### config.mk
export PLATFORM = sky130hd
export DESIGN_NAME = pcgp_top
export DESIGN_NICKNAME = d
export VERILOG_FILES = /design/src/inc/pcgp_pkg.sv /design/src/design/pcgp_top.sv
export SDC_FILE = /design/constraint.sdc
export NUM_CORES = 1
export LEC_CHECK = 0
export ABC_CLOCK_PERIOD_IN_PS = 2300
export BUFFER_PORTS_ARGS = -buffer_cell sky130_fd_sc_hd__buf_4
export CAP_MARGIN = 10
export CORE_MARGIN = 2
export CORE_UTILIZATION = 40
export DETAILED_ROUTE_END_ITERATION = 8
export GPL_TIMING_DRIVEN = 0
export MAX_ROUTING_LAYER = met4
export REMOVE_ABC_BUFFERS = 1
export SYNTH_ARGS = -nofsm -noshare
export SYNTH_HDL_FRONTEND = slang
export SYNTH_SLANG_ARGS = --single-unit
### constraint.sdc
create_clock -name clk_sys_i -period 2.3 [get_ports clk_sys_i]
set_input_delay 0.23 -clock clk_sys_i [delete_from_list [all_inputs] [get_ports clk_sys_i]]
set_output_delay 0.23 -clock clk_sys_i [all_outputs]
set_load 0.05 [all_outputs]
### src/inc/pcgp_pkg.sv
`default_nettype none
package pcgp_pkg;
   // ----------------------------------------------------------------
   // Register window offsets
   // ----------------------------------------------------------------
   localparam logic [7:0] OFS_PMZ_NORM = 8'hb0;
   localparam logic [7:0] OFS_PMO_NORM = 8'hb1;
   localparam logic [7:0] OFS_VMC_NORM = 8'hc0;
   localparam logic [7:0] OFS_PAGE_NORM = 8'he0;
   localparam logic [7:0] OFS_PMZ_SWAP = 8'hb1;
   localparam logic [7:0] OFS_PMO_SWAP = 8'hb0;
   localparam logic [7:0] OFS_VMC_SWAP = 8'hc1;
   localparam logic [7:0] OFS_PAGE_SWAP = 8'he1;
   // ----------------------------------------------------------------
   // Field positions
   // ----------------------------------------------------------------
   localparam int BIT_APD_ARM = 0;
   localparam int BIT_ALE_POL = 1;
   localparam int BIT_APD_EN = 2;
   localparam int BIT_FAST = 4;
   localparam int BIT_ACLK = 5;
   localparam int BIT_RCLK = 6;
   localparam int BIT_TCLK = 7;
   localparam int BIT_APD_SRC = 0;
   localparam int BIT_SLEEP_EN = 1;
   // ----------------------------------------------------------------
   // Reset values and counts
   // ----------------------------------------------------------------
   localparam logic [7:0] RST_BYTE = 8'h00;
   localparam logic [3:0] RST_PAGE = 4'h0;
   localparam logic [3:0] APD_OVF_COUNT = 4'hf;
   localparam int IDLE_NS = 70;
   localparam int CLK_NS = 20;
   // Longest time rounds down
   localparam int IDLE_CYC_I = (IDLE_NS / CLK_NS) < 1 ? 1 : IDLE_NS / CLK_NS;
   localparam logic [2:0] IDLE_CYC = IDLE_CYC_I[2:0];
   localparam logic [2:0] WAKE_CYC = 3'h2;
endpackage
`default_nettype wire

### src/design/pcgp_top.sv
`timescale 1ns/10ps
`default_nettype none
// How it works
// - Bit 4 sets array idle low-power mode
// - Clock pin feeds array, macrocells, counter
// - Bit 5 gates array clock off
// - Bit 6 gates macrocell clock off
// - Bit 7 gates timer clock off
// - Counter clock stops once power-down entered
// - Input buffer off: bits 5-7 plus overflow
// - Power-down leaves array run by fast bit
// - Sleep slows array, recovers after interval
// - Standby pin state: tristate only
// - Four page bits feed address decoder
// - Page loads D0-D3, reads back
// - Page works as plain storage register
// - Security bit refuses programmer reads
// - Select strobe covers 256-byte window
// - Normal offsets E0, C0, B0, B1
// - Swapped offsets E1, C1, B1, B0
// - Idle strobe overflows counter after 15
// - Reset clears all four registers
module pcgp_top (
   input wire logic clk_sys_i,
   input wire logic reset_n_i,
   input wire logic io_register_select_i,
   input wire logic [7:0] addr_i,
   input wire logic wr_i,
   input wire logic rd_i,
   input wire logic [7:0] data_i,
   input wire logic swap_strap_i,
   input wire logic ale_i,
   input wire logic apd_alt_clk_i,
   input wire logic array_activity_i,
   input wire logic security_bit_i,
   input wire logic prog_read_i,
   output logic [7:0] data_o,
   output logic data_oe_o,
   output logic [3:0] page_bits_o,
   output logic [7:0] volatile_memory_config_o,
   output logic array_clock_gate_o,
   output logic macrocell_clock_gate_o,
   output logic timer_clock_gate_o,
   output logic apd_clock_gate_o,
   output logic clock_input_pin_buf_en_o,
   output logic array_low_power_o,
   output logic array_slow_o,
   output logic standby_o,
   output logic sleep_o,
   output logic pins_tristate_o,
   output logic prog_read_ok_o
);
   // ----------------------------------------------------------------
   // State
   // ----------------------------------------------------------------
   typedef struct packed {
      logic [1:0] s_ale;
      logic [1:0] s_alt;
      logic [1:0] s_act;
      logic swap;
      logic [7:0] pmz;
      logic [7:0] pmo;
      logic [7:0] vmc;
      logic [3:0] page;
      logic [3:0] apd_cnt;
      logic ale_prev;
      logic alt_prev;
      logic [2:0] idle_cnt;
      logic [2:0] wake_cnt;
      logic sleep;
      logic slow;
      logic [7:0] rdata;
      logic oe;
      logic prog_ok;
      logic [3:0] gates;
      logic bufen;
      logic lowp;
      logic act_prev;
      logic stby;
   } pcgp_state_s;

   pcgp_state_s st_ff;
   pcgp_state_s nxt_st;
   logic ovf;
   logic ale_edge;
   logic apd_tick;

   // Offset decode, shared by read and write paths
   function automatic logic [2:0] pcgp_decode(input logic [7:0] a,
                                             input logic sw);
      logic [2:0] r;
      r = 3'h0;
      if (a == (sw ? pcgp_pkg::OFS_PMZ_SWAP : pcgp_pkg::OFS_PMZ_NORM)) begin
         r = 3'h4;
      end else if (a == (sw ? pcgp_pkg::OFS_PMO_SWAP
                            : pcgp_pkg::OFS_PMO_NORM)) begin
         r = 3'h5;
      end else if (a == (sw ? pcgp_pkg::OFS_VMC_SWAP
                            : pcgp_pkg::OFS_VMC_NORM)) begin
         r = 3'h6;
      end else if (a == (sw ? pcgp_pkg::OFS_PAGE_SWAP
                            : pcgp_pkg::OFS_PAGE_NORM)) begin
         r = 3'h7;
      end
      return r;
   endfunction

   // ----------------------------------------------------------------
   // Next state
   // ----------------------------------------------------------------
   always_comb begin
      logic [2:0] d;
      logic apd_on;
      d = 3'h0;
      apd_on = 1'b0;
      nxt_st = st_ff;
      // Pins pass two flops before use
      nxt_st.s_ale = {st_ff.s_ale[0], ale_i};
      nxt_st.s_alt = {st_ff.s_alt[0], apd_alt_clk_i};
      nxt_st.s_act = {st_ff.s_act[0], array_activity_i};
      nxt_st.ale_prev = st_ff.s_ale[1];
      nxt_st.alt_prev = st_ff.s_alt[1];
      // Edge detectors read the second flop only, never the first
      nxt_st.act_prev = st_ff.s_act[1];
      // Strap sampled while the window is idle only, held while selected
      if (!io_register_select_i) begin
         nxt_st.swap = swap_strap_i;
      end
      // Window strobe gates all accesses; offset is the low byte
      d = io_register_select_i ? pcgp_decode(addr_i, st_ff.swap) : 3'h0;
      if (wr_i) begin
         case (d)
            3'h4: nxt_st.pmz = data_i;
            3'h5: nxt_st.pmo = data_i;
            3'h6: nxt_st.vmc = data_i;
            3'h7: nxt_st.page = data_i[3:0];
            default: ;
         endcase
      end
      case (d)
         3'h4: nxt_st.rdata = st_ff.pmz;
         3'h5: nxt_st.rdata = st_ff.pmo;
         3'h6: nxt_st.rdata = st_ff.vmc;
         3'h7: nxt_st.rdata = {4'h0, st_ff.page};
         default: nxt_st.rdata = 8'h00;
      endcase
      // Counter runs while the strobe rests at its power-down level
      apd_on = st_ff.pmz[pcgp_pkg::BIT_APD_EN] &&
               st_ff.pmz[pcgp_pkg::BIT_APD_ARM];
      if (!apd_on || ale_edge) begin
         nxt_st.apd_cnt = 4'h0;
      end else if (st_ff.s_ale[1] == st_ff.pmz[pcgp_pkg::BIT_ALE_POL] &&
                   apd_tick && !ovf) begin
         nxt_st.apd_cnt = st_ff.apd_cnt + 4'h1;
      end
      // Sleep needs overflow and its enable; slow path until wake done
      nxt_st.sleep = ovf && st_ff.pmo[pcgp_pkg::BIT_SLEEP_EN];
      if (st_ff.sleep && !nxt_st.sleep) begin
         nxt_st.wake_cnt = pcgp_pkg::WAKE_CYC;
      end else if (st_ff.wake_cnt != 3'h0) begin
         nxt_st.wake_cnt = st_ff.wake_cnt - 3'h1;
      end
      nxt_st.slow = nxt_st.sleep || nxt_st.wake_cnt != 3'h0;
      // Data port stays off in sleep; gated here so the pin is a flop
      nxt_st.oe = rd_i && (d != 3'h0) && !nxt_st.sleep;
      // Standby follows the overflow, kept in its own flop for the pins
      nxt_st.stby = ovf;
      // Idle timer for low-power array; power-down has no say
      if (st_ff.s_act[1] != st_ff.act_prev) begin
         nxt_st.idle_cnt = 3'h0;
      end else if (st_ff.idle_cnt != pcgp_pkg::IDLE_CYC) begin
         nxt_st.idle_cnt = st_ff.idle_cnt + 3'h1;
      end
      nxt_st.lowp = st_ff.pmz[pcgp_pkg::BIT_FAST] &&
                    nxt_st.idle_cnt == pcgp_pkg::IDLE_CYC;
      // One clock pin serves every consumer, each gated on its own
      nxt_st.gates = {!ovf,
                      !st_ff.pmz[pcgp_pkg::BIT_TCLK],
                      !st_ff.pmz[pcgp_pkg::BIT_RCLK],
                      !st_ff.pmz[pcgp_pkg::BIT_ACLK]};
      nxt_st.bufen = !(&st_ff.pmz[pcgp_pkg::BIT_TCLK:pcgp_pkg::BIT_ACLK]
                       && ovf);
      nxt_st.prog_ok = prog_read_i && !security_bit_i;
   end

   assign ovf = st_ff.apd_cnt == pcgp_pkg::APD_OVF_COUNT;
   assign ale_edge = st_ff.s_ale[1] != st_ff.ale_prev;
   // Counter clock: pin sampled on system clock, or system clock itself
   assign apd_tick = st_ff.pmo[pcgp_pkg::BIT_APD_SRC] ? 1'b1 :
                     (st_ff.s_alt[1] && !st_ff.alt_prev);

   // ----------------------------------------------------------------
   // Registers
   // ----------------------------------------------------------------
   always_ff @(posedge clk_sys_i or negedge reset_n_i) begin
      if (!reset_n_i) begin
         st_ff <= '0;
         st_ff.gates <= 4'hf;
         st_ff.bufen <= 1'b1;
      end else begin
         st_ff <= nxt_st;
      end
   end

   // Outputs straight from flops; the pin tristate output copies standby
   assign data_o = st_ff.rdata;
   assign data_oe_o = st_ff.oe;
   assign page_bits_o = st_ff.page;
   assign volatile_memory_config_o = st_ff.vmc;
   assign array_clock_gate_o = st_ff.gates[0];
   assign macrocell_clock_gate_o = st_ff.gates[1];
   assign timer_clock_gate_o = st_ff.gates[2];
   assign apd_clock_gate_o = st_ff.gates[3];
   assign clock_input_pin_buf_en_o = st_ff.bufen;
   assign array_low_power_o = st_ff.lowp;
   assign array_slow_o = st_ff.slow;
   assign standby_o = st_ff.stby;
   assign sleep_o = st_ff.sleep;
   assign pins_tristate_o = st_ff.stby;
   assign prog_read_ok_o = st_ff.prog_ok;

   // ----------------------------------------------------------------
   // Assertions
   // ----------------------------------------------------------------
   // Register window: loads, readback and both offset maps
   a_page_readback: assert property (@(posedge clk_sys_i)
      disable iff (!reset_n_i)
      (rd_i && io_register_select_i && !st_ff.swap &&
       addr_i == pcgp_pkg::OFS_PAGE_NORM && !wr_i)
      |=> data_o == {4'h0, $past(st_ff.page)})
      else $error("page readback wrong");
   a_page_load: assert property (@(posedge clk_sys_i)
      disable iff (!reset_n_i)
      (wr_i && io_register_select_i && !st_ff.swap &&
       addr_i == pcgp_pkg::OFS_PAGE_NORM)
      |=> page_bits_o == $past(data_i[3:0]))
      else $error("page load wrong");
   a_page_keep: assert property (@(posedge clk_sys_i)
      disable iff (!reset_n_i)
      !(wr_i && io_register_select_i) |=> $stable(page_bits_o))
      else $error("page changed without write");
   a_norm_pmo: assert property (@(posedge clk_sys_i)
      disable iff (!reset_n_i)
      (wr_i && io_register_select_i && !st_ff.swap &&
       addr_i == pcgp_pkg::OFS_PMO_NORM)
      |=> st_ff.pmo == $past(data_i))
      else $error("normal offset wrong");
   a_swap_zero: assert property (@(posedge clk_sys_i)
      disable iff (!reset_n_i)
      (wr_i && io_register_select_i && st_ff.swap &&
       addr_i == pcgp_pkg::OFS_PMZ_SWAP)
      |=> ##1 array_clock_gate_o == !$past(data_i[5], 2))
      else $error("swapped offset wrong");
   a_swap_vmc: assert property (@(posedge clk_sys_i)
      disable iff (!reset_n_i)
      (wr_i && io_register_select_i && st_ff.swap &&
       addr_i == pcgp_pkg::OFS_VMC_SWAP)
      |=> volatile_memory_config_o == $past(data_i))
      else $error("swapped config offset wrong");
   a_unmapped_oe: assert property (@(posedge clk_sys_i)
      disable iff (!reset_n_i)
      (rd_i && !io_register_select_i) |=> !data_oe_o)
      else $error("read outside window");
   a_strap_hold: assert property (@(posedge clk_sys_i)
      disable iff (!reset_n_i)
      io_register_select_i |=> $stable(st_ff.swap))
      else $error("byte order moved mid access");
   // Clock gating and the input buffer
   a_aclk_gate: assert property (@(posedge clk_sys_i)
      disable iff (!reset_n_i)
      st_ff.pmz[5] |=> !array_clock_gate_o)
      else $error("array clock not gated");
   a_rclk_gate: assert property (@(posedge clk_sys_i)
      disable iff (!reset_n_i)
      $changed(st_ff.pmz[6])
      |=> macrocell_clock_gate_o == !$past(st_ff.pmz[6]))
      else $error("macrocell gate wrong");
   a_tclk_gate: assert property (@(posedge clk_sys_i)
      disable iff (!reset_n_i)
      st_ff.pmz[7] |=> !timer_clock_gate_o)
      else $error("timer clock not gated");
   a_buf_off: assert property (@(posedge clk_sys_i)
      disable iff (!reset_n_i)
      !clock_input_pin_buf_en_o |-> $past(ovf) && $past(&st_ff.pmz[7:5]))
      else $error("buffer off early");
   a_buf_on: assert property (@(posedge clk_sys_i)
      disable iff (!reset_n_i)
      !(&st_ff.pmz[7:5]) |=> clock_input_pin_buf_en_o)
      else $error("buffer off without all gates");
   a_apd_stop: assert property (@(posedge clk_sys_i)
      disable iff (!reset_n_i)
      ovf |=> !apd_clock_gate_o)
      else $error("apd clock not stopped");
   a_cnt_limit: assert property (@(posedge clk_sys_i)
      disable iff (!reset_n_i)
      ovf && !ale_edge && st_ff.pmz[2] && st_ff.pmz[0] |=> ovf)
      else $error("counter passed overflow");
   // Power modes, standby pins, reset and security
   a_fast_off: assert property (@(posedge clk_sys_i)
      disable iff (!reset_n_i)
      !st_ff.pmz[pcgp_pkg::BIT_FAST] |=> !array_low_power_o)
      else $error("low power without fast bit");
   a_idle_lowp: assert property (@(posedge clk_sys_i)
      disable iff (!reset_n_i)
      (st_ff.pmz[pcgp_pkg::BIT_FAST] && st_ff.s_act[1] == st_ff.act_prev &&
       st_ff.idle_cnt == pcgp_pkg::IDLE_CYC)
      |=> array_low_power_o)
      else $error("idle array not in low power");
   a_sleep_slow: assert property (@(posedge clk_sys_i)
      disable iff (!reset_n_i)
      sleep_o |-> array_slow_o)
      else $error("sleep without slow path");
   a_wake_recover: assert property (@(posedge clk_sys_i)
      disable iff (!reset_n_i)
      $fell(sleep_o)
      |-> array_slow_o ##1 array_slow_o ##1 !array_slow_o)
      else $error("wake recovery length wrong");
   a_sleep_no_oe: assert property (@(posedge clk_sys_i)
      disable iff (!reset_n_i)
      sleep_o |-> !data_oe_o)
      else $error("data port driven in sleep");
   a_stby_tri: assert property (@(posedge clk_sys_i)
      disable iff (!reset_n_i)
      pins_tristate_o == standby_o)
      else $error("standby pins not tristated");
   a_reset_clear: assert property (@(posedge clk_sys_i)
      $rose(reset_n_i) |-> st_ff.pmz == 8'h00 && st_ff.pmo == 8'h00 &&
      volatile_memory_config_o == 8'h00 && page_bits_o == 4'h0)
      else $error("registers not cleared");
   a_secure: assert property (@(posedge clk_sys_i)
      disable iff (!reset_n_i)
      security_bit_i |=> !prog_read_ok_o)
      else $error("secured read allowed");
   // Main scenarios worth seeing at least once
   c_sleep: cover property (@(posedge clk_sys_i) sleep_o);
   c_buf_off: cover property (@(posedge clk_sys_i) !clock_input_pin_buf_en_o);
   c_swap_wr: cover property (@(posedge clk_sys_i)
      wr_i && io_register_select_i && st_ff.swap);
   c_wake: cover property (@(posedge clk_sys_i) $fell(sleep_o));
   c_low_power: cover property (@(posedge clk_sys_i) array_low_power_o);
endmodule
`default_nettype wire

# --- Word level (Yosys, flattened, before mapping) ---
# Index checks and enable logic that the tools add are counted.
classes:
  add_sub_neg: 3
  eq_ne: 14
  n_mux: 17
  n_reduce_logical: 31
op_table:
  columns: ["cell", "n"]
  rows:
  - ["$eq A8 B8 Y1", 4]
  - ["$pmux W8 S4", 1]
  - ["$mux W3", 9]
  - ["$eq A3 B3 Y1 const B", 4]
  - ["$logic_and A1 B1 Y1", 11]
  - ["$logic_not A1 Y1", 9]
  - ["$reduce_bool A3 Y1", 3]
  - ["$mux W4", 2]
  - ["$reduce_and A2 Y1", 4]
  - ["$mux W1", 5]
  - ["$add A4 B1 Y4 const B", 1]
  - ["$eq A4 B4 Y1 const B", 1]
  - ["$add A3 B1 Y3 const B", 1]
  - ["$eq A3 B2 Y1 const B", 1]
  - ["$ne A3 B2 Y1 const B", 1]
  - ["$reduce_and A3 Y1", 1]
  - ["$sub A3 B1 Y3 const B", 1]
  - ["$logic_or A1 B1 Y1", 2]
  - ["$ne A1 B1 Y1", 2]
  - ["$reduce_bool A2 Y1", 1]
  - ["$eq A1 B1 Y1", 1]
totals:
  reg_bits: 67
  input_bits: 27
  output_inout_bits: 32

# --- Logic depth before layout (Yosys ltp) ---
logic_depth:
  depth_word: 10
  ltp_mapped: 6
  mapped_depth_nobuf: 6

# --- Least setup slack after synthesis ---
# Ideal clock, no wire load.
synth_path:
  path_kind: "register to register"
  start: "register st_ff[60] (netlist name)"
  end: "register st_ff, in the netlist data_o[0]"
  setup_ps: 129
  arrival_ps: 1468
  required_ps: 2171
  setup_slack_ps: 704
  stages_incl_launch_ff: 7
  period_less_slack_ps: 1596
  cell_sequence: "dfrtp_1 -> xnor2_1 -> buf_4 -> nor2_1 -> o21ai_2 -> mux2i_1 -> o22ai_1"
synth_lines:
  columns: ["item", "line", "text"]
  rows:
  - ["start, declared", "pcgp_top.sv:82", "pcgp_state_s st_ff;"]
  - ["start signal, assigned", "pcgp_top.sv:201", "st_ff <= nxt_st;"]

# --- Worst setup path in the final report ---
layout_path:
  start: "register st_ff[60] (netlist name)"
  end: "register st_ff, in the netlist volatile_memory_config_o[6]"
layout_via:
  elab_chain_cells: 9
  word_cells_on_any_way: 15
  cone_classes: "5 x eq/ne; 9 x mux; 1 x reduce/logical"
layout_lines:
  columns: ["item", "line", "text"]
  rows:
  - ["$mux W1", "pcgp_top.sv:93, pcgp_top.sv:98, pcgp_top.sv:101", null]
  - ["$eq A8 B8 Y1", "pcgp_top.sv:101", "end else if (a == (sw ? pcgp_pkg::OFS_PAGE_SWAP"]
  - ["$mux W3", "pcgp_top.sv:101", null]
  - ["$mux W3", "pcgp_top.sv:98", "end else if (a == (sw ? pcgp_pkg::OFS_VMC_SWAP"]
  - ["$mux W3", "pcgp_top.sv:95", "end else if (a == (sw ? pcgp_pkg::OFS_PMO_SWAP"]
  - ["$mux W3 *", "pcgp_top.sv:93", "if (a == (sw ? pcgp_pkg::OFS_PMZ_SWAP : pcgp_pkg::OFS_PMZ_NORM)) begin"]
  - ["$mux W3 *", "pcgp_top.sv:130", "d = io_register_select_i ? pcgp_decode(addr_i, st_ff.swap) : 3'h0;"]
  - ["$eq A3 B3 Y1 *", "pcgp_top.sv:132", "case (d)"]
  - ["$reduce_and A2 Y1 (no line) *", null, null]
# Every way passes the cells marked *; elsewhere a longest branch is shown, timed or not.
# A chain may end at the register's enable or synchronous reset.

==> out/qor.yml <==
synth:
  yosys.area.top_type_share: 0.541
  async_reset_ff_frac: 1.00
  yosys.area.top_type: "dfrtp_1"
  synthSimpleGateAreaFrac: 0.0951
  synth_top_family_by_area: "multiplexers"
  synth.distinct_cells: 34
  synth.area.top_cells: "dfrtp_1 54%, mux2_2 11%, buf_4 5.8%, mux2i_1 5.2%, dfstp_2 4.6%"
  synth-seq-cells: 67
  yosys.area_share.adder: 0.0218
  synth_edf_count: 0
  synth_mux_area_frac: 0.166
  syn-cell-area_um2: 2870
  synth_compound_area_frac: 0.0349
  syn_area_per_cell_um2: 13.1
  yosysWarnings: 0
  synth_xor_area_frac: 0.0214
  synthCells: 219
  yosysSeqAreaShare: 0.587
  synthFlopType: "dfrtp_1"
global_routing:
  globalRouteMet1Util: 0.190
  met3_usage: 0.0336
  grt_pass1_vias: 1695
  met2_usage: 0.219
  grt_overflow_total: 0
  grt_max_degree: 68
  grt_use_total: 0.150
  antenna_found_initial: 0
  busiest_layer: "met2"
  grt_pass1_wl_um: 8290
status:
  status: "finished with violations"
  violations: "hold timing"
timing:
  grt_setup_unrepaired: "false"
  final.hold.worst_slack_ns: -0.0252
  skew_ns: 0.00559
  setup_tns_ns: 0
  fin_crit_sh: 0.907
  worstMarginPinSlew_ns: 0.829
  finalHoldViolCount: 16
  postLayoutSetupSlackWorst_ns: 0.214
  setup_viol: 0
  relSlewSlack: 0.448
  min_period_ns: 2.09
  fmax_ghz: 0.479
  maxSlewViolCount: 0
clock_tree:
  clkSinkCount: 67
  cts_root_buf: "clkbuf_8"
  clock_latency_ns: 0.33
  cts_inserted_buffers: 9
  h-tree-depth: 3
  clockBufferDepth: 2
  clk_pin_slew_ns: 0.07
  cts_tree: "built"
  post_cts_buffers: 0
setup_path:
  critPathCaptureType: "flip-flop"
  cp_slowest_cell: "xnor2_4"
  path_cells: "xnor2_4 -> nand4_2 -> nor2_4 -> nand2_4 -> mux2_2"
  crit_required_ns: 2.52
  regToRegSetupSlack_ns: 0.21
  path_max_fanout: 14
  cp-startpoint: "st_ff[60]"
  r2r_start: "st_ff[60]"
  path_class: "flip-flop to flip-flop"
  cp.arrival_ns: 2.31
  critical_path.max_stage_delay_ns: 0.50
  startpoint_type: "flip-flop"
power_and_ir_drop:
  pwr-share-clk: 0.444
  power.share.sequential: 0.474
  p_total_mw: 2.61
  power_frac_comb: 0.081
  power.internal_mw: 2.03
  power.density_nw_per_um2: 737
  ir_drop_mv: 0.306
  sw_frac_of_total: 0.221
  leakage_nw: 1.81
  switchingPower_uw: 577
die:
  core.rowCount: 30
  initial_core_util: 0.417
  die_x_um: 88.7
  core_area_um2: 6870
  die_h_um: 88.7
  dieArea_um2: 7860
  pin_count: 59
finish:
  nNetsFinal: 300
  drive_gt1_frac: 0.418
  fin_util: 0.516
  syn2layout_area_growth_pct: 23.6
  fin_cells: 369
  antenna_cells: 0
  fillers: 616
place:
  dp_hpwl_um: 3600
  port_buffers: 58
  place_ws_ns: -0.0218
  dp_cells: 350
  gp_congestion: 0.740
route:
  vias_per_cell: 4.74
  wirelength_um: 5200
  antenna_left: 0
  drtIter0Drc: 81
  drc: 0
  routedWlPerCell_um: 14.1
  vias: 1748
  dr.pass1.iters: 4
run:
  drv_cap: 0
worst_hold_path:
  hp-class: "input port to asynchronous set/reset pin"
## flip-flops by register name, indices dropped and copies added (netlist names), 4 cells and up
name,cells
volatile_memory_config_o,8
nxt_st,6
st_ff,30
data_o,8
page_bits_o,4
## placed cells by master, fill, tap and decap left out, types with 4 or more instances in the layout
cell type	n
dfrtp_1	62
buf_4	58
mux2_2	29
mux2i_1	15
inv_1	11
nand2_1	10
nor2_1	9
clkbuf_8	9
o21ai_0	5
nand3_1	5
ha_1	5
dfstp_2	5
nor2b_1	4
o22ai_1	4
## power groups by stage
stage / clock network [mW] / registers, mW / logic, mW
after floorplan: 0 / 1.28 / 0.0857
after global placement: 0 / 1.26 / 0.204
after detailed placement: 0 / 1.26 / 0.209
after CTS: 1.20 / 1.24 / 0.216
after global routing: 1.25 / 1.24 / 0.234
final: 1.16 / 1.24 / 0.212
## timing repair
action	4_1_cts	5_1_grt
endpoints found under the hold margin	3	0
gates resized for setup	1	0
setup endpoints to repair	8	0
hold buffers	3	0
## cell usage after synthesis, drive strengths merged, types with 2 or more instances
cell,count
a21oi,3
and2,2
and3,2
buf,23
dfrtp,62
dfstp,5
ha,5
inv,11
mux2,29
mux2i,15
nand2,11
nand2b,3
nand3,5
nand4,3
nor2,10
nor2b,4
o21ai,6
o22ai,4
xnor2,4
xor2,3
## metrics by stage
| stage | hold slack [ns] | cell area, um^2 |
|---|---|---|
| floorplan | -0.0656 | 2700 |
| global placement | 0.334 | 3250 |
| detailed placement | 0.336 | 3260 |
| CTS | 0.0130 | 3540 |
| global route | 0.0231 | 3540 |
| finish | -0.0252 | 3540 |
## cell families (layout without fill, tap and decap cells)
logic type      after synthesis  count (layout)
mux                          44              44
xor+xnor                      7               7
compound gates               16              16
simple gates                 46              46
buf+inv                      34              88
flops                        67              67
fa+ha+maj                     5               5
## cell type report
| type | count | area [um^2] | share of cell area |
|---|---|---|---|
| Timing Repair Buffer | 61 | 465 | 0.131 |
| Clock inverter | 6 | 114 | 0.0321 |
| Sequential cell | 67 | 1680 | 0.475 |
| Tap cell | 96 | 120 | 0.0339 |
| Multi-Input combinational cell | 118 | 992 | 0.280 |
| Inverter | 11 | 41.3 | 0.0117 |
| Clock buffer | 10 | 128 | 0.0360 |
## final timing paths
path,depth (start not counted),to
max in group asynchronous,1,volatile_memory_config_o[6]
min,1,st_ff[23]
max,5,volatile_memory_config_o[6]
min in group clk_sys_i,2,prog_read_ok_o
min reg2reg,0,nxt_st[1]
max reg2reg,5,volatile_memory_config_o[6]
## layer usage
metal / up-vias / routed length (um)
met2: 44 / 2500
met4: 0 / 158
li1: 832 / -
met5: - / 0
met1: 859 / 2300
met3: 13 / 246
## worst max-delay path, delay by kind of cell (launching register included)
family | cells | cell delay [ns]
xor+xnor | 1 | 0.50
mux | 1 | 0.30
simple gates | 3 | 0.72
flops | 1 | 0.44
Note: power is estimated with default switching activity, not from simulation.
